$ cat src/rtl/maap_pkg.sv
package maap_pkg;

  // ****************************************
  // region attributes
  // ****************************************
  typedef enum logic [1:0] {
    MAAP_NORMAL = 2'b00,
    MAAP_DEVICE = 2'b01,
    MAAP_STRONG = 2'b10,
    MAAP_RSVD   = 2'b11
  } maap_type_t;

  typedef enum logic [1:0] {
    MAAP_NC   = 2'b00,
    MAAP_WT   = 2'b01,
    MAAP_WBWA = 2'b10,
    MAAP_WBNA = 2'b11
  } maap_cache_t;

  typedef enum logic [2:0] {
    MAAP_OK     = 3'h0,
    MAAP_BADTYP = 3'h1,
    MAAP_SPEC   = 3'h2,
    MAAP_ALIGN  = 3'h3,
    MAAP_RDONLY = 3'h4
  } maap_deny_t;

  // ****************************************
  // register map
  // ****************************************
  localparam logic [7:0] MAAP_REG_CTRL = 8'h00;
  localparam logic [7:0] MAAP_REG_ISSUED = 8'h04;
  localparam logic [7:0] MAAP_REG_DENIED = 8'h08;
  localparam logic [7:0] MAAP_REG_STATUS = 8'h0c;
  localparam int MAAP_CTRL_W = 4;
  localparam logic [3:0] MAAP_CTRL_RESET = 4'h7;
  localparam int MAAP_CB_SHCACHE = 0;
  localparam int MAAP_CB_PREFETCH = 1;
  localparam int MAAP_CB_MERGE = 2;
  localparam int MAAP_CB_ALIGN = 3;
  localparam int MAAP_CNT_W = 16;

  // ****************************************
  // byte lanes
  // ****************************************
  localparam logic [1:0] MAAP_SZ_BYTE = 2'h0;
  localparam logic [1:0] MAAP_SZ_HALF = 2'h1;
  localparam logic [1:0] MAAP_SZ_WORD = 2'h2;
  localparam logic [3:0] MAAP_LANE_B = 4'h1;
  localparam logic [3:0] MAAP_LANE_H = 4'h3;
  localparam logic [3:0] MAAP_LANE_W = 4'hf;

endpackage

$ cat src/rtl/maap_pol_if.sv
`timescale 1ns/10ps
interface maap_pol_if;
  import maap_pkg::*;
  // access and attributes
  maap_type_t  mem_type;
  maap_cache_t cache;
  logic        shareable;
  logic        read_only;
  logic        write;
  logic        spec;
  logic [1:0]  size;
  logic [1:0]  addr_lo;
  logic [3:0]  ctrl;
  // decisions
  logic        is_normal;
  logic        is_device;
  logic        share_eff;
  logic        cacheable;
  logic        allocate;
  logic        excl_global;
  logic        may_prefetch;
  logic        may_repeat;
  logic        may_merge;
  logic        unaligned;
  logic        deny;
  maap_deny_t  deny_code;

  modport cls (input mem_type, cache, shareable, read_only, write, spec, size, addr_lo, ctrl,
               output is_normal, is_device, share_eff, cacheable, allocate, excl_global,
               may_prefetch, may_repeat, may_merge, unaligned, deny, deny_code);
  modport user (output mem_type, cache, shareable, read_only, write, spec, size, addr_lo, ctrl,
                input is_normal, is_device, share_eff, cacheable, allocate, excl_global,
                may_prefetch, may_repeat, may_merge, unaligned, deny, deny_code);
endinterface

$ cat src/rtl/maap_classify.sv
`timescale 1ns/10ps
module maap_classify (
  // policy lookup
  maap_pol_if.cls pol
);
  import maap_pkg::*;

  // ****************************************
  // type and cacheability decode
  // ****************************************
  // strongly-ordered rides the device path and is always shared
  always_comb begin
    pol.is_normal = (pol.mem_type == MAAP_NORMAL);                           // [RL1]
    pol.is_device = (pol.mem_type == MAAP_DEVICE) || (pol.mem_type == MAAP_STRONG);
    pol.share_eff = pol.shareable || (pol.mem_type == MAAP_STRONG);           // [RL23]
    // shared regions stay uncached unless coherency is enabled
    pol.cacheable = pol.is_normal && (pol.cache != MAAP_NC) &&
                    (!pol.shareable || pol.ctrl[MAAP_CB_SHCACHE]);            // [RL9] [RL11] [RL12]
    pol.allocate = pol.cacheable && (!pol.write || pol.cache == MAAP_WBWA);    // [RL11] [RL16]
    pol.excl_global = pol.share_eff;                                          // [RL8] [RL10]
    pol.may_prefetch = pol.is_normal && !pol.write && pol.ctrl[MAAP_CB_PREFETCH]; // [RL2]
    pol.may_repeat = pol.is_normal;                                           // [RL2] [RL3] [RL14]
    pol.may_merge = pol.is_normal && pol.write && pol.ctrl[MAAP_CB_MERGE];      // [RL5] [RL17]
  end

  // ****************************************
  // alignment and refusal
  // ****************************************
  // normal accesses may be unaligned; device ones fault when checking is on
  always_comb begin
    pol.unaligned = ((pol.size == MAAP_SZ_HALF) && pol.addr_lo[0]) ||
                    ((pol.size == MAAP_SZ_WORD) && (pol.addr_lo != 2'h0));    // [RL4]
    pol.deny_code = MAAP_OK;
    if (pol.mem_type == MAAP_RSVD) begin
      pol.deny_code = MAAP_BADTYP;                                            // [RL1]
    end else if (pol.is_device && pol.spec) begin
      pol.deny_code = MAAP_SPEC;                                              // [RL15]
    end else if (pol.is_device && pol.unaligned && pol.ctrl[MAAP_CB_ALIGN]) begin
      pol.deny_code = MAAP_ALIGN;                                             // [RL21]
    end else if (pol.is_normal && pol.read_only && pol.write) begin
      pol.deny_code = MAAP_RDONLY;                                            // [RL6]
    end
    pol.deny = (pol.deny_code != MAAP_OK);
  end

endmodule

$ cat src/rtl/maap_policy.sv
// Implementation choices: the address-and-strobe port and the register offsets.
`timescale 1ns/10ps
// Notes on behaviour
// RL1: every region has one of three memory types; reserved code is refused.
// RL2: normal reads may be repeated and prefetched.
// RL3: normal writes may repeat only while the location is unchanged.
// RL4: normal accesses may be unaligned.
// RL5: normal writes may be merged before reaching memory.
// RL6: normal regions track read-only and shareable; read-only writes fault.
// RL7: normal ordering is weak; barriers drain merged writes first.
// RL8: non-shareable normal exclusives need only local monitoring.
// RL9: shareable normal caching must be transparent, else kept uncached.
// RL10: shareable normal exclusives are monitored for all observers.
// RL11: normal regions carry one of four cacheability classes.
// RL12: cacheability is decided independently of shareability; here a shareable normal region is cacheable only with MAAP_CB_SHCACHE set.
// RL13: device accesses go out at program size and program count.
// RL14: device accesses are never repeated by this logic.
// RL15: speculative device accesses are refused.
// RL16: device accesses are never cached nor allocated.
// RL17: device writes may be buffered but never merged here.
// RL18: device accesses are never coalesced.
// RL19: a restarted multi-access instruction may repeat accesses; flagged through.
// RL20: software avoids multi-access device writes that could restart.
// RL21: unaligned device access is undefined unless alignment checking faults it.
// RL22: software places a barrier after device side effects on normal memory.
// RL23: device regions are shareable or local; local ones route privately.
// RL24: policy decisions use type, shareability and cache class inputs.
module maap_policy #(
  parameter int ADDR_W = 32
) (
  // clock and reset
  input  wire logic                 clock,
  input  wire logic                 reset,
  // register port
  input  wire logic [7:0]           reg_addr,
  input  wire logic [31:0]          reg_wdata,
  input  wire logic                 reg_write,
  input  wire logic                 reg_read,
  output logic      [31:0]          reg_rdata,
  // pipeline request
  input  wire logic                 req_valid,
  output logic                      req_ready,
  input  wire logic [ADDR_W-1:0]    req_addr,
  input  wire logic                 req_write,
  input  wire logic [1:0]           req_size,
  input  wire logic [31:0]          req_wdata,
  input  wire logic                 req_spec,
  input  wire logic                 req_excl,
  input  wire logic                 req_restart,
  input  wire logic                 req_barrier,
  // region attributes
  input  wire maap_pkg::maap_type_t  attr_type,
  input  wire maap_pkg::maap_cache_t attr_cache,
  input  wire logic                 attr_shareable,
  input  wire logic                 attr_read_only,
  // pipeline answer and hints
  output logic                      resp_fault,
  output maap_pkg::maap_deny_t      resp_code,
  output logic                      hint_prefetch,
  output logic                      hint_repeat,
  // memory side
  output logic                      mem_valid,
  input  wire logic                 mem_ready,
  output logic      [ADDR_W-1:0]    mem_addr,
  output logic                      mem_write,
  output logic      [1:0]           mem_size,
  output logic      [31:0]          mem_wdata,
  output logic      [3:0]           mem_strb,
  output logic                      mem_cacheable,
  output logic                      mem_allocate,
  output logic                      mem_shareable,
  output logic                      mem_excl,
  output logic                      mem_excl_global,
  output logic                      mem_device,
  output logic                      mem_local,
  output logic                      mem_barrier,
  output logic                      mem_restart
);
  import maap_pkg::*;

  // ****************************************
  // policy lookup
  // ****************************************
  logic [MAAP_CTRL_W-1:0] ctrl;
  maap_pol_if pol ();

  maap_classify u_classify (
    .pol (pol.cls)
  );

  // attributes go in as they come from the region lookup
  assign pol.mem_type = attr_type;                                   // [RL24]
  assign pol.cache = attr_cache;                                     // [RL24]
  assign pol.shareable = attr_shareable;                             // [RL24] [RL6]
  assign pol.read_only = attr_read_only;                             // [RL6]
  assign pol.write = req_write;
  assign pol.spec = req_spec;
  assign pol.size = req_size;
  assign pol.addr_lo = req_addr[1:0];
  assign pol.ctrl = ctrl;

  // hints only mean something while a request is offered
  assign hint_prefetch = req_valid && !req_barrier && pol.may_prefetch;  // [RL2]
  assign hint_repeat = req_valid && !req_barrier && pol.may_repeat;      // [RL2] [RL14]

  // ****************************************
  // write merge buffer state
  // ****************************************
  logic              mb_valid;
  logic [ADDR_W-1:0] mb_addr;
  logic [31:0]       mb_data;
  logic [3:0]        mb_strb;
  logic [1:0]        mb_size;
  logic              mb_cacheable;
  logic              mb_allocate;
  logic              mb_shareable;
  logic              mb_restart;

  logic       out_free;
  logic       same_word;
  logic [3:0] req_strb;
  logic       take;
  logic       fault;
  logic       flush;
  logic       load_mb;
  logic       merge_mb;
  logic       to_out;

  assign out_free = !mem_valid || mem_ready;

  // byte lanes of the request; lanes past the word are cut, unaligned data is pre-placed
  always_comb begin
    case (req_size)
      MAAP_SZ_BYTE: req_strb = MAAP_LANE_B << req_addr[1:0];
      MAAP_SZ_HALF: req_strb = MAAP_LANE_H << req_addr[1:0];
      default:      req_strb = MAAP_LANE_W << req_addr[1:0];
    endcase
  end

  // merge only into the same word with matching cacheability and shareability
  assign same_word = (mb_addr[ADDR_W-1:2] == req_addr[ADDR_W-1:2]) &&
                     (mb_cacheable == pol.cacheable) && (mb_shareable == attr_shareable);

  // ****************************************
  // request steering
  // ****************************************
  // the buffer only ever holds normal writes, so device traffic is never merged
  always_comb begin
    take = 1'b0;
    fault = 1'b0;
    flush = 1'b0;
    load_mb = 1'b0;
    merge_mb = 1'b0;
    to_out = 1'b0;
    if (req_valid && !req_barrier && pol.deny) begin
      take = 1'b1;                                                   // [RL15] [RL21]
      fault = 1'b1;
    end else if (req_valid && !req_barrier && pol.may_merge) begin
      if (!mb_valid) begin
        take = 1'b1;                                                 // [RL5]
        load_mb = 1'b1;
      end else if (same_word) begin
        take = 1'b1;                                                 // [RL5] [RL3]
        merge_mb = 1'b1;
      end else if (out_free) begin
        take = 1'b1;
        flush = 1'b1;
        load_mb = 1'b1;
      end
    end else if (mb_valid) begin
      // anything else, a barrier included, waits until merged data is out
      flush = out_free;                                              // [RL7] [RL17] [RL18]
    end else if (req_valid && out_free) begin
      take = 1'b1;                                                   // [RL13]
      to_out = 1'b1;
    end
  end

  assign req_ready = take;

  // ****************************************
  // merge buffer
  // ****************************************
  // a repeat of a merged write would replay every merged byte, since mb_strb gathers all lanes
  always_ff @(posedge clock) begin
    if (reset) begin
      mb_valid <= 1'b0;
      mb_addr <= '0;
      mb_data <= 32'h0;
      mb_strb <= 4'h0;
      mb_size <= MAAP_SZ_BYTE;
      mb_cacheable <= 1'b0;
      mb_allocate <= 1'b0;
      mb_shareable <= 1'b0;
      mb_restart <= 1'b0;
    end else if (load_mb) begin
      mb_valid <= 1'b1;
      mb_addr <= req_addr;
      mb_data <= req_wdata;
      mb_strb <= req_strb;
      mb_size <= req_size;
      mb_cacheable <= pol.cacheable;
      mb_allocate <= pol.allocate;
      mb_shareable <= attr_shareable;
      mb_restart <= req_restart;
    end else if (merge_mb) begin
      for (int i = 0; i < 4; i++) begin
        if (req_strb[i]) begin
          mb_data[8*i +: 8] <= req_wdata[8*i +: 8];                  // [RL5]
        end
      end
      mb_strb <= mb_strb | req_strb;
      mb_addr <= {req_addr[ADDR_W-1:2], 2'h0};
      mb_size <= MAAP_SZ_WORD;
      mb_restart <= mb_restart | req_restart;
    end else if (flush) begin
      mb_valid <= 1'b0;
    end
  end

  // ****************************************
  // memory side stage
  // ****************************************
  // a beat is held steady until taken, so nothing is dropped or reissued
  always_ff @(posedge clock) begin
    if (reset) begin
      mem_valid <= 1'b0;
      mem_addr <= '0;
      mem_write <= 1'b0;
      mem_size <= MAAP_SZ_BYTE;
      mem_wdata <= 32'h0;
      mem_strb <= 4'h0;
      mem_cacheable <= 1'b0;
      mem_allocate <= 1'b0;
      mem_shareable <= 1'b0;
      mem_excl <= 1'b0;
      mem_excl_global <= 1'b0;
      mem_device <= 1'b0;
      mem_local <= 1'b0;
      mem_barrier <= 1'b0;
      mem_restart <= 1'b0;
    end else if (flush) begin
      mem_valid <= 1'b1;
      mem_addr <= mb_addr;
      mem_write <= 1'b1;
      mem_size <= mb_size;
      mem_wdata <= mb_data;
      mem_strb <= mb_strb;
      mem_cacheable <= mb_cacheable;
      mem_allocate <= mb_allocate;
      mem_shareable <= mb_shareable;
      mem_excl <= 1'b0;
      mem_excl_global <= mb_shareable;
      mem_device <= 1'b0;
      mem_local <= 1'b0;
      mem_barrier <= 1'b0;
      mem_restart <= mb_restart;
    end else if (to_out) begin
      mem_valid <= 1'b1;
      mem_addr <= req_addr;
      mem_write <= req_write && !req_barrier;
      mem_size <= req_size;                                          // [RL13]
      mem_wdata <= req_wdata;
      mem_strb <= req_write ? req_strb : 4'h0;
      mem_cacheable <= pol.cacheable && !req_barrier;                // [RL16]
      mem_allocate <= pol.allocate && !req_barrier;                  // [RL16]
      mem_shareable <= pol.share_eff;
      mem_excl <= req_excl && !req_barrier;
      mem_excl_global <= pol.excl_global;                            // [RL8] [RL10]
      mem_device <= pol.is_device && !req_barrier;
      mem_local <= pol.is_device && !pol.share_eff && !req_barrier;  // [RL23]
      mem_barrier <= req_barrier;                                    // [RL7]
      mem_restart <= req_restart;                                    // [RL19]
    end else if (mem_ready) begin
      mem_valid <= 1'b0;
    end
  end

  // ****************************************
  // pipeline answer
  // ****************************************
  always_ff @(posedge clock) begin
    if (reset) begin
      resp_fault <= 1'b0;
      resp_code <= MAAP_OK;
    end else begin
      resp_fault <= fault;
      resp_code <= fault ? pol.deny_code : MAAP_OK;
    end
  end

  // ****************************************
  // registers
  // ****************************************
  logic [MAAP_CNT_W-1:0] cnt_issued;
  logic [MAAP_CNT_W-1:0] cnt_denied;
  maap_deny_t            last_code;
  logic                  seen_restart_dev;

  always_ff @(posedge clock) begin
    if (reset) begin
      ctrl <= MAAP_CTRL_RESET;
    end else if (reg_write && reg_addr == MAAP_REG_CTRL) begin
      ctrl <= reg_wdata[MAAP_CTRL_W-1:0];
    end
  end

  // counters wrap; software samples differences
  always_ff @(posedge clock) begin
    if (reset) begin
      cnt_issued <= '0;
    end else if (mem_valid && mem_ready) begin
      cnt_issued <= cnt_issued + 1'b1;
    end
  end

  always_ff @(posedge clock) begin
    if (reset) begin
      cnt_denied <= '0;
      last_code <= MAAP_OK;
    end else if (fault) begin
      cnt_denied <= cnt_denied + 1'b1;
      last_code <= pol.deny_code;
    end
  end

  // sticky: a restarted device access shows software it may have repeated side effects
  always_ff @(posedge clock) begin
    if (reset) begin
      seen_restart_dev <= 1'b0;
    end else if (take && to_out && req_restart && pol.is_device) begin
      seen_restart_dev <= 1'b1;                                      // [RL19]
    end else if (reg_write && reg_addr == MAAP_REG_STATUS && reg_wdata[3]) begin
      seen_restart_dev <= 1'b0;
    end
  end

  // read data stand one cycle after the strobe; unmapped reads give zero
  always_ff @(posedge clock) begin
    if (reset) begin
      reg_rdata <= 32'h0;
    end else if (reg_read) begin
      if (reg_addr == MAAP_REG_CTRL) begin
        reg_rdata <= {28'h0, ctrl};
      end else if (reg_addr == MAAP_REG_ISSUED) begin
        reg_rdata <= {16'h0, cnt_issued};
      end else if (reg_addr == MAAP_REG_DENIED) begin
        reg_rdata <= {16'h0, cnt_denied};
      end else if (reg_addr == MAAP_REG_STATUS) begin
        reg_rdata <= {27'h0, mb_valid, seen_restart_dev, last_code};
      end else begin
        reg_rdata <= 32'h0;
      end
    end else begin
      reg_rdata <= 32'h0;
    end
  end
endmodule

$ cat config.mk
export PLATFORM = sky130hd
export DESIGN_NAME = maap_policy
export DESIGN_NICKNAME = d
export VERILOG_FILES = /design/src/rtl/maap_pkg.sv /design/src/rtl/maap_pol_if.sv /design/src/rtl/maap_classify.sv /design/src/rtl/maap_policy.sv
export SDC_FILE = /design/constraint.sdc
export NUM_CORES = 1
export LEC_CHECK = 0
export BUFFER_PORTS_ARGS = -buffer_cell sky130_fd_sc_hd__buf_4
export CAP_MARGIN = 20
export CORE_UTILIZATION = 45
export DETAILED_ROUTE_END_ITERATION = 12
export PLACE_DENSITY = 0.72
export SYNTH_ARGS = -nofsm -noshare
export SYNTH_HDL_FRONTEND = slang
export SYNTH_HIERARCHICAL = 1
export SYNTH_SLANG_ARGS = --single-unit
$ cat constraint.sdc
create_clock -name clock -period 2.7 [get_ports clock]
set_input_delay 0.54 -clock clock [delete_from_list [all_inputs] [get_ports clock]]
set_output_delay 0.54 -clock clock [all_outputs]
set_load 0.005 [all_outputs]
; After elaboration in Yosys (flattened, before gate mapping)
; Index checks and enable logic that the tools add are counted.
[word_totals]
reg_bits = 231
in_bits = 123
out_inout_bits = 120
word_cells = 202
[classes]
addsub = 2
n_eq_ne = 13
shifts = 3
mux = 72
bitwise = 4
reduce_logical = 72
[op_table]
columns = operator, count
row1 = two-way mux 32 bit, 8
row2 = two-way mux 1 bit, 42
row3 = logical AND 1 bit, 36
row4 = "adder 16 x 1 -> 16 bit, second input constant", 2
row5 = two-way mux 16 bit, 2
row6 = two-way mux 8 bit, 4
row7 = equality test 30 bit, 1
row8 = two-way mux 4 bit, 6
row9 = nonzero test 2 bit, 10
row10 = "equality test 8 x 4 -> 1 bit, second input constant", 2
row11 = two-way mux 3 bit, 4
row12 = AND reduction 2 bit, 5
row13 = "equality test 2 bit, second input constant", 4
row14 = "equality test 8 x 3 -> 1 bit, second input constant", 1
row15 = logical NOT 8 bit, 1
row16 = two-way mux 2 bit, 4
row17 = case mux 4 bit (2 select lines), 1
row18 = logical OR 1 bit, 6
row19 = nonzero test 3 bit, 2
row20 = OR reduction 2 bit, 3
row21 = logical NOT 1 bit, 5
row22 = two-way mux 5 bit, 1
row23 = OR reduction 5 bit, 1
row24 = "equality test 2 x 1 -> 1 bit, second input constant", 2
row25 = 10 further kinds, 13

; Logic depth before layout (Yosys ltp)
; Gate-level depths: netlist (run 1).
[depth]
ltp_word = 15
ltp_mapped = 12

; By module
; Netlist (run 1), hierarchy kept.
[modules_own_cells]
columns = module, n_inst, cells_each, area_each_um2, seq_area_each_um2
row1 = maap_policy, 1, 1133, 9654.3, 4324.1
row2 = maap_classify, 1, 30, 200.2, 0.0

; Least setup slack after synthesis (run 1)
; No wires, ideal clock.
[synth_path]
path_kind = input port to flip-flop
startpoint = in attr_type[0]
endpoint = reg mem_addr[30]
t_arrival_ns = 2.822
path_slack_ns = -0.213
path_stages = 11
path_cell_list = inv_1 > ha_1 > a21oi_1 > nand2_1 > a31o_1 > and3b_1 > nor4_2 > buf_2 > clkbuf_1 > nand2_1 > a311oi_1
[synth_via]
elab_chain_cells = 11
word_cells_on_any_way = 32
cone_classes = 4 x eq/ne / 11 x mux / 17 x reduce/logical
[synth_rtl]
columns = element, line
row1 = "start, declared", maap_policy.sv:52  ; input wire maap_pkg::maap_type_t attr_type,
row2 = equality test 2 x 1 -> 1 bit or equality test 2 bit (tied branches), maap_classify.sv:14  ; pol.is_device = (pol.mem_type == MAAP_DEVICE) || (pol.mem_type == MAAP_STRONG);
row3 = logical OR 1 bit *, maap_classify.sv:14
row4 = net pol.is_device, maap_pol_if.sv:16  ; logic is_device;
row5 = logical AND 1 bit (2 in a row), maap_classify.sv:38  ; end else if (pol.is_device && pol.unaligned && pol.ctrl[MAAP_CB_ALIGN]) begin
row6 = two-way mux 3 bit, maap_classify.sv:38
row7 = two-way mux 3 bit *, maap_classify.sv:36  ; end else if (pol.is_device && pol.spec) begin
row8 = two-way mux 3 bit *, maap_classify.sv:34  ; if (pol.mem_type == MAAP_RSVD) begin
row9 = nonzero test 3 bit *, maap_classify.sv:43  ; pol.deny = (pol.deny_code != MAAP_OK);
row10 = net pol.deny, maap_pol_if.sv:25  ; logic deny;
row11 = logical AND 1 bit *, maap_policy.sv:155  ; if (req_valid && !req_barrier && pol.deny) begin
row12 = two-way mux 1 bit, maap_policy.sv:155
row13 = two-way mux 32 bit or nonzero test 2 bit (tied branches), n/a
row14 = "end signal, assigned", maap_policy.sv:244  ; mem_addr <= mb_addr;
row15 = "end signal, assigned", maap_policy.sv:260  ; mem_addr <= req_addr;
row16 = "end, declared", maap_policy.sv:64  ; output logic [ADDR_W-1:0] mem_addr,
; The timed path passes the listed nets; every way through them passes the cells marked *.
; A chain may end at the register's enable or synchronous reset.

; Final worst setup path (run 1)
[layout_path]
startpoint = reg mb_addr[30]
endpoint = out req_ready
[layout_via]
elab_chain_cells = 7
[layout_rtl]
columns = element, line
row1 = "start, declared", maap_policy.sv:110  ; logic [ADDR_W-1:0] mb_addr;
row2 = "start signal, assigned", maap_policy.sv:198  ; mb_addr <= req_addr;
row3 = "start signal, assigned", maap_policy.sv:213  ; mb_addr <= {req_addr[ADDR_W-1:2], 2'h0};
row4 = equality test 30 bit, maap_policy.sv:141  ; assign same_word = (mb_addr[ADDR_W-1:2] == req_addr[ADDR_W-1:2]) &&
row5 = logical AND 1 bit, maap_policy.sv:141
row6 = logical AND 1 bit, maap_policy.sv:142  ; (mb_cacheable == pol.cacheable) && (mb_shareable == attr_shareable);
row7 = two-way mux 1 bit, maap_policy.sv:162  ; end else if (same_word) begin
row8 = two-way mux 1 bit, maap_policy.sv:159  ; if (!mb_valid) begin
row9 = two-way mux 1 bit, maap_policy.sv:158  ; end else if (req_valid && !req_barrier && pol.may_merge) begin
row10 = two-way mux 1 bit, maap_policy.sv:155
row11 = "end, declared", maap_policy.sv:42  ; output logic req_ready,
; Every way passes these cells.

==> results of run 1 <==
-- power breakdown --
| group | switching, uW | internal (uW) | total (uW) |
|---|---|---|---|
| Clock | 1270 | 1940 | 3220 |
| Combinational | 418 | 408 | 826 |
| Sequential | 64.0 | 3290 | 3350 |
-- layout make-up --
cell class              instances  area share (%)
flip-flops and latches        216            32.6
clock inverters                 2           0.263
repair buffers                289            19.6
inverters                       4           0.132
multi-input cells             861            39.3
well taps                     275            2.59
clock buffers                  38            5.52
-- synthesized netlist by cell type (all sizes together) --
cell type,number
nor2,128
o31a,1
or4b,1
xor2,52
o21ai,54
a21boi,1
or3b,33
a21oi,65
and3,9
a311oi,73
o31ai,1
nand4,8
or2,2
nand2,197
conb,1
inv,4
a22oi,16
o311ai,1
nand3,24
nor3,8
nor4,10
nand2b,74
o21bai,1
nand3b,9
o22ai,1
clkbuf,57
and2,7
a211oi,2
and3b,2
a31oi,5
a31o,1
ha,5
buf,40
mux2i,35
o2bb2ai,1
nor3b,2
dfxtp,216
xnor2,4
nor2b,4
a21o,1
or3,7
-- metrics by stage --
step                TNS (ns)  instance area (sq um)  power (uW)
detailed placement    -24.57                  12000        4210
global route          -0.452                  13300        7660
global placement       -8.96                  12000        4200
floorplan                  0                   9950        3790
finish                     0                  13300        7390
CTS                  -0.0266                  12800        7410
-- worst max path at each step --
stage	to	start	slack, ns
after global placement	req_ready	attr_type[0]	-0.17
after CTS	req_ready	mb_addr[29]	-0.03
after floorplan	mb_addr[12]	attr_type[0]	0.03
after global routing	req_ready	mb_addr[30]	-0.14
after detailed placement	mem_wdata[12]	attr_type[0]	-0.27
final	req_ready	mb_addr[30]	0.003
-- worst min-delay path, cell delays in order --
cell	delay, ns
sky130_fd_sc_hd__buf_4	0.08
sky130_fd_sc_hd__nand3_1	0.05
sky130_fd_sc_hd__nand3b_1	0.07
-- flip-flops by register name, indices dropped and copies added, names as in the netlist, 4 cells and up --
register    flops
mem_wdata      32
mb_data        32
ctrl            4
cnt_issued     16
cnt_denied     16
mem_strb        4
reg_rdata      16
mem_addr       32
mb_addr        32
mb_strb         4
-- routing by layer --
layer	part of all wire, %	vias up	wire, um	global-route usage [%]
met5	0	-	0	0
met4	2.1	0	571	6.01
met3	6.5	46	1780	4.39
met2	47	273	12900	38.0
met1	44	4284	12200	29.2
li1	-	4463	-	-
-- cell usage in the layout (no fill, tap or decap), drive strengths merged, types with 2 or more instances in the layout --
cell type / count
or3b: 33
nor3b: 2
a211oi: 2
nand2: 197
nand4: 8
nor2: 128
o21ai: 54
a31oi: 5
nor2b: 4
and2: 7
conb: 16
and3: 9
nor3: 8
and3b: 2
nand3b: 9
mux2i: 35
nor4: 10
nand2b: 74
ha: 5
inv: 4
dfxtp: 216
xor2: 52
nand3: 24
or2: 2
a22oi: 16
or3: 7
a311oi: 73
a21oi: 65
buf: 281
clkbuf: 46
xnor2: 4
-- cell families (layout without fill, tap and decap cells) --
logic type,count (synthesis),count (layout),share of synthesized area [%]
and+or+nand+nor,525,525,26.2
AOI/OAI and AO/OA,224,224,15.6
DFF,216,216,43.9
buffers and inverters,101,333,5.12
xor gates and xnor gates,56,56,4.98
muxes,35,35,3.56
adders and majority gates,5,5,0.635
other,1,16,0.0381
-- repair_timing --
item                                    4_1_cts  5_1_grt
buffers inserted                              9       12
resized for setup                            11       29
endpoints found under the setup margin        1      146
cloned                                        0       10
pin swaps                                    10       31
==> results_dict.tcl, run 1 <==
set metrics [dict create \
    outcome "complete, no violations" \
    gpl.final_weighted_congestion 0.833 \
    clkLatencyLatePin_ns 0.51 \
    dieWidth_um 150 \
    hold_viol_final 0 \
    detail_route.wirelength_mm 27.4 \
    grt_start_max_net_pins 83 \
    rsz0062_at_grt "yes" \
    setup_clock_skew_after_layout_ns 0.0152 \
    seqCellArea_sq_um 4330 \
    start_util_pct 46.4 \
    worst_ir_drop_vdd_mv 0.377 \
    layout.nets 1524 \
    dpl_worst_slack_ns -0.273 \
    synth_top_cell_area_share_pct 43.9 \
    reg2regPathDepth 14 \
    post-route-worst-setup-slack_ns 0.00346 \
    route.vias.total 9066 \
    worst-endpoint-required_ns 2.16 \
    crit_fanout 2 \
    cp_data_arrival_time_ns 2.16 \
    number_of_input_and_output_port_buffers_inserted 198 \
    crit_slowest_cell "sky130_fd_sc_hd__dfxtp_2" \
    crit_chain "xor2_1 -> nor4_2 -> buf_4 -> nand4_1 -> o21ai_1 -> a21oi_2 -> o21ai_2 -> buf_4" \
    num_antenna_cells 0 \
    cp_num_buf_inv 2 \
    tritoncts "yes" \
    num-fill-cells 1867 \
    layout.cells.non_filler 1685 \
    power_per_cell_area_nw_per_um2 556 \
    multi_input_area_sq_um 5230 \
    cap_violations 0 \
    tightestPinTransition_ns 0.591 \
    synth_cells 1163 \
    cell_types_with_the_largest_area_share_after_synthesis "sky130_fd_sc_hd__dfxtp_1, sky130_fd_sc_hd__nand2_1, sky130_fd_sc_hd__a311oi_1, sky130_fd_sc_hd__nor2_1, sky130_fd_sc_hd__nand2b_1" \
    synth-seq-cells 216 \
    max_stage_delay_ns 0.32 \
    max-slew-margin-rel_pct 60.6 \
    drcViolationCount 0 \
    worst_setup_path_end_kind "output pin" \
    worst_path_dominant_cell_family "compound AO/OA/AOI/OAI gates" \
    min_from "reg_wdata[1]" \
    drtIter0Drc 423 \
    initial_antenna_violation_count 0 \
    timing.critical_path.from_type "flip-flop" \
    dp.final_hpwl_mm 17.7 \
    cts.reportedPaths.clkPinSlew_ns 0.06 \
    clockBufferDepth 3 \
    hold_depth 3 \
    area_growth_syn_to_layout_pct 34.9 \
    critPathMostFrequentCell "sky130_fd_sc_hd__buf_4" \
    grt_use_total_pct 22.5 \
    grt_pass1_vias 8423 \
    syn_area_sq_um 9850 \
    grt_overflow 0 \
    timing.reg2reg.setup_slack_ns 0.05 \
    hold_buffers 0 \
    cp_num_cells 8 \
    core_region_area_sq_um 21200 \
    ys_types 51 \
    min_period_over_period_pct 99.9 \
    timing.hold.ws_ns 0.273 \
    worst_hold_path.endpoint "ctrl[1]" \
    cts_root_buf "sky130_fd_sc_hd__clkbuf_16" \
    core_util_final_pct 62.7 \
    worstSetupPathType "flip-flop to output pin" \
    cts_buffers 24 \
    reg2reg_from "mb_addr[30]" \
    setup-violations-final 0 \
    die_y_extent_um 150 \
    routed_wire_length_per_instance_um 16.3 \
    cts.htree.levels 1 \
    finalCriticalPeriod_ns 2.70 \
    drive_gt1_share_pct 26.2 \
    total_leakage_power_uw 0.00575 \
    drt-vias-per-instance 5.38 \
    synth.yosys.seq_area_share_pct 43.9 \
    std_cell_rows 53 \
    numClockSinks 216 \
    placed_cells_incl_taps 1615 \
    timing.rr.end "mem_wdata[10]" \
    yosysWarningCount 6 \
    clock.fmax_ghz 0.371 \
    drt_first_pass_iters 5 \
    hold_path.class "input port to flip-flop" \
    final_antenna_net_count 0 \
    synth.avg_cell_area_sq_um 8.47 \
    report.final.slew_viol_count 0 \
    yosys.area.top_type "sky130_fd_sc_hd__dfxtp_1" \
    grt_pass1_wl_mm 41.3 \
    die_area_sq_um 22500 \
    num_io_pins 243 \
]
Power figures use the tool's default switching activity.
==> run 2: changes to the inputs <==
--- a/config.mk
+++ b/config.mk
@@ -7,6 +7,7 @@
 export LEC_CHECK = 0
 export BUFFER_PORTS_ARGS = -buffer_cell sky130_fd_sc_hd__buf_4
 export CAP_MARGIN = 20
+export CORE_ASPECT_RATIO = 2
 export CORE_UTILIZATION = 45
 export DETAILED_ROUTE_END_ITERATION = 12
 export PLACE_DENSITY = 0.72
==> run 2 against run 1 <==
Compared with the run above:
- worst setup slack worse by 0.079 ns
- the flow now finishes with violations (negative setup slack)
- register-to-register slack gained 0.08 ns
- largest power group unchanged
- non-clock buffer count fell by 20
- critical path type unchanged
- largest cell class unchanged
- die area grew 0.16%
- critical endpoint unchanged
==> results_dict.tcl, run 2 (synthesis gave the netlist of run 1 again) <==
set metrics [dict create \
    failing_checks "negative setup slack" \
    timing.hold.ws_ns 0.277 \
    detail_route.wirelength_mm 27.9 \
    power_per_cell_area_nw_per_um2 558 \
    setup-violations-final 1 \
    worst_ir_drop_vdd_mv 0.596 \
    clkLatencyLatePin_ns 0.51 \
    worstSetupPathType "flip-flop to output pin" \
    min_period_over_period_pct 103 \
    mostFrequentLayoutCell "sky130_fd_sc_hd__buf_4" \
    outcome "finished, violations left" \
    final_antenna_net_count 0 \
    hold_viol_final 0 \
    grt_pass1_wl_mm 44.4 \
    post_route_cell_area_sq_um 12900 \
    cts_root_buf "sky130_fd_sc_hd__clkbuf_16" \
    start_util_pct 45.9 \
    num_io_pins 243 \
    fin_tns_setup_ns -0.0752 \
    worst_setup_path_end_kind "output pin" \
    total_leakage_power_uw 0.00554 \
    tritoncts "yes" \
    initial_antenna_violation_count 1 \
    die_y_extent_um 211 \
    p_sw_share_pct 24.4 \
    hold_depth 3 \
    dp.final_hpwl_mm 19.8 \
    drt_first_pass_iters 4 \
    crit_fanout 3 \
    clockBufferDepth 3 \
    drive_gt1_share_pct 24.7 \
    dieWidth_um 107 \
    grt_overflow 0 \
    grt_start_max_net_pins 82 \
    finalCriticalPeriod_ns 2.78 \
    cp_data_arrival_time_ns 2.24 \
    layout.cells.non_filler 1660 \
    placed_cells_incl_taps 1619 \
    crit_slowest_cell "sky130_fd_sc_hd__nor4_2" \
    grt_pass1_vias 8870 \
    timing.reg2reg.setup_slack_ns 0.13 \
    area_growth_syn_to_layout_pct 30.9 \
    crit_chain "xor2_1 -> nor4_2 -> buf_4 -> nand4_4 -> o21ai_1 -> a21oi_1 -> o21ai_1 -> buf_4" \
    route.vias.total 8976 \
    cts.reportedPaths.clkPinSlew_ns 0.07 \
    setup_clock_skew_after_layout_ns 0.0214 \
    drcViolationCount 0 \
    cp_num_cells 8 \
    gpl.final_weighted_congestion 0.907 \
    layout_common_cells "sky130_fd_sc_hd__buf_4, sky130_fd_sc_hd__dfxtp_1, sky130_fd_sc_hd__nand2_1" \
    share_seq_of_total_power_pct 46.5 \
    cts_buffers 20 \
    rsz0062_at_grt "yes" \
    internal_power_uw 5440 \
    std_cell_rows 76 \
    worst_path_dominant_cell_family "simple AND/OR/NAND/NOR gates" \
    hold_path.class "input port to flip-flop" \
    cp_num_buf_inv 2 \
    numClockSinks 216 \
    timing.critical_path.from_type "flip-flop" \
    comb_power_share_pct 11.7 \
    layout.nets 1500 \
    reg2regPathDepth 11 \
    report.final.slew_viol_count 0 \
    drt-vias-per-instance 5.41 \
    cts.htree.levels 1 \
    routed_wire_length_per_instance_um 16.8 \
    grt_use_total_pct 24.7 \
    cap_violations 0 \
    drtIter0Drc 416 \
    number_of_input_and_output_port_buffers_inserted 198 \
    worst-endpoint-required_ns 2.16 \
    max_stage_delay_ns 0.36 \
    post-route-worst-setup-slack_ns -0.0752 \
    postPlaceCellArea_sq_um 12100 \
    core_region_area_sq_um 21500 \
    report.power.total_uw 7200 \
    p_clk_share_pct 41.7 \
    tightestPinTransition_ns 0.537 \
    hold_buffers 0 \
    clock.fmax_ghz 0.360 \
    netSwitchingPower_uw 1760 \
    die_area_sq_um 22500 \
    max-slew-margin-rel_pct 63.9 \
]
==> run 2: changes by cell type in the layout (fill, tap and decap cells not counted), sizes merged <==
| cell | previous run | this run |
|---|---|---|
| inv | 4 | 6 |
| bufinv | 1 | 2 |
| buf | 281 | 269 |
| clkbuf | 46 | 26 |
| clkinv | 1 | 4 |
| diode | 0 | 1 |
| clkinvlp | 0 | 2 |
==> run 2: through the flow <==
step	util (%)	worst slack, ns
after floorplan	-	0.0344
after global placement	56.2	-0.348
after detailed placement	56.2	-0.381
after CTS	59.8	-0.163
after global routing	60.0	-0.148
final	60.0	-0.0752
==> run 2: power by group through the flow <==
stage          Combinational [uW]  Sequential [uW]  Clock [uW]
6_report                      843             3350        3000
3_5_place_dp                  831             3420           0
4_1_cts                       844             3350        3070
5_1_grt                       917             3360        3190
2_1_floorplan                 375             3410           0
3_3_place_gp                  820             3420           0
==> run 2: worst paths after layout <==
| path | endpoint | startpoint |
|---|---|---|
| worst min-delay path | ctrl[2] | reg_wdata[2] |
| worst min register to register | last_code[2] | last_code[2] |
| worst max register to register | mem_addr[11] | mb_addr[20] |
| worst max-delay path | req_ready | mb_addr[20] |
==> run 2: layout make-up <==
class | count | area [sq um]
fill | 1923 | 8590
timing repair buffer | 269 | 2290
inverter | 4 | 17.5
multi-input combinational | 861 | 5210
tap | 273 | 342
sequential | 216 | 4330
clock buffer | 26 | 584
antenna | 1 | 2.50
clock inverter | 10 | 116
==> run 2: layer usage <==
| metal | part of all wire [%] | GRT usage (%) | vias up | routed length, um |
|---|---|---|---|---|
| li1 | - | - | 4400 | - |
| met1 | 37 | 26.0 | 4258 | 10200 |
| met3 | 4.7 | 3.76 | 67 | 1310 |
| met5 | 0 | 0 | - | 0 |
| met2 | 54 | 46.5 | 251 | 15000 |
| met4 | 4.8 | 12.6 | 0 | 1350 |
==> run 2: what timing repair did <==
item / CTS / global route
setup buffers: 3 / 1
pin swaps: 8 / 12
gates resized for setup: 15 / 9
endpoints found under the setup margin: 1 / 61
==> run 2: tightest hold or removal path: cells and delay by family <==
family | cells | cell delay (ns)
simple gates | 2 | 0.13
buf+inv | 1 | 0.07
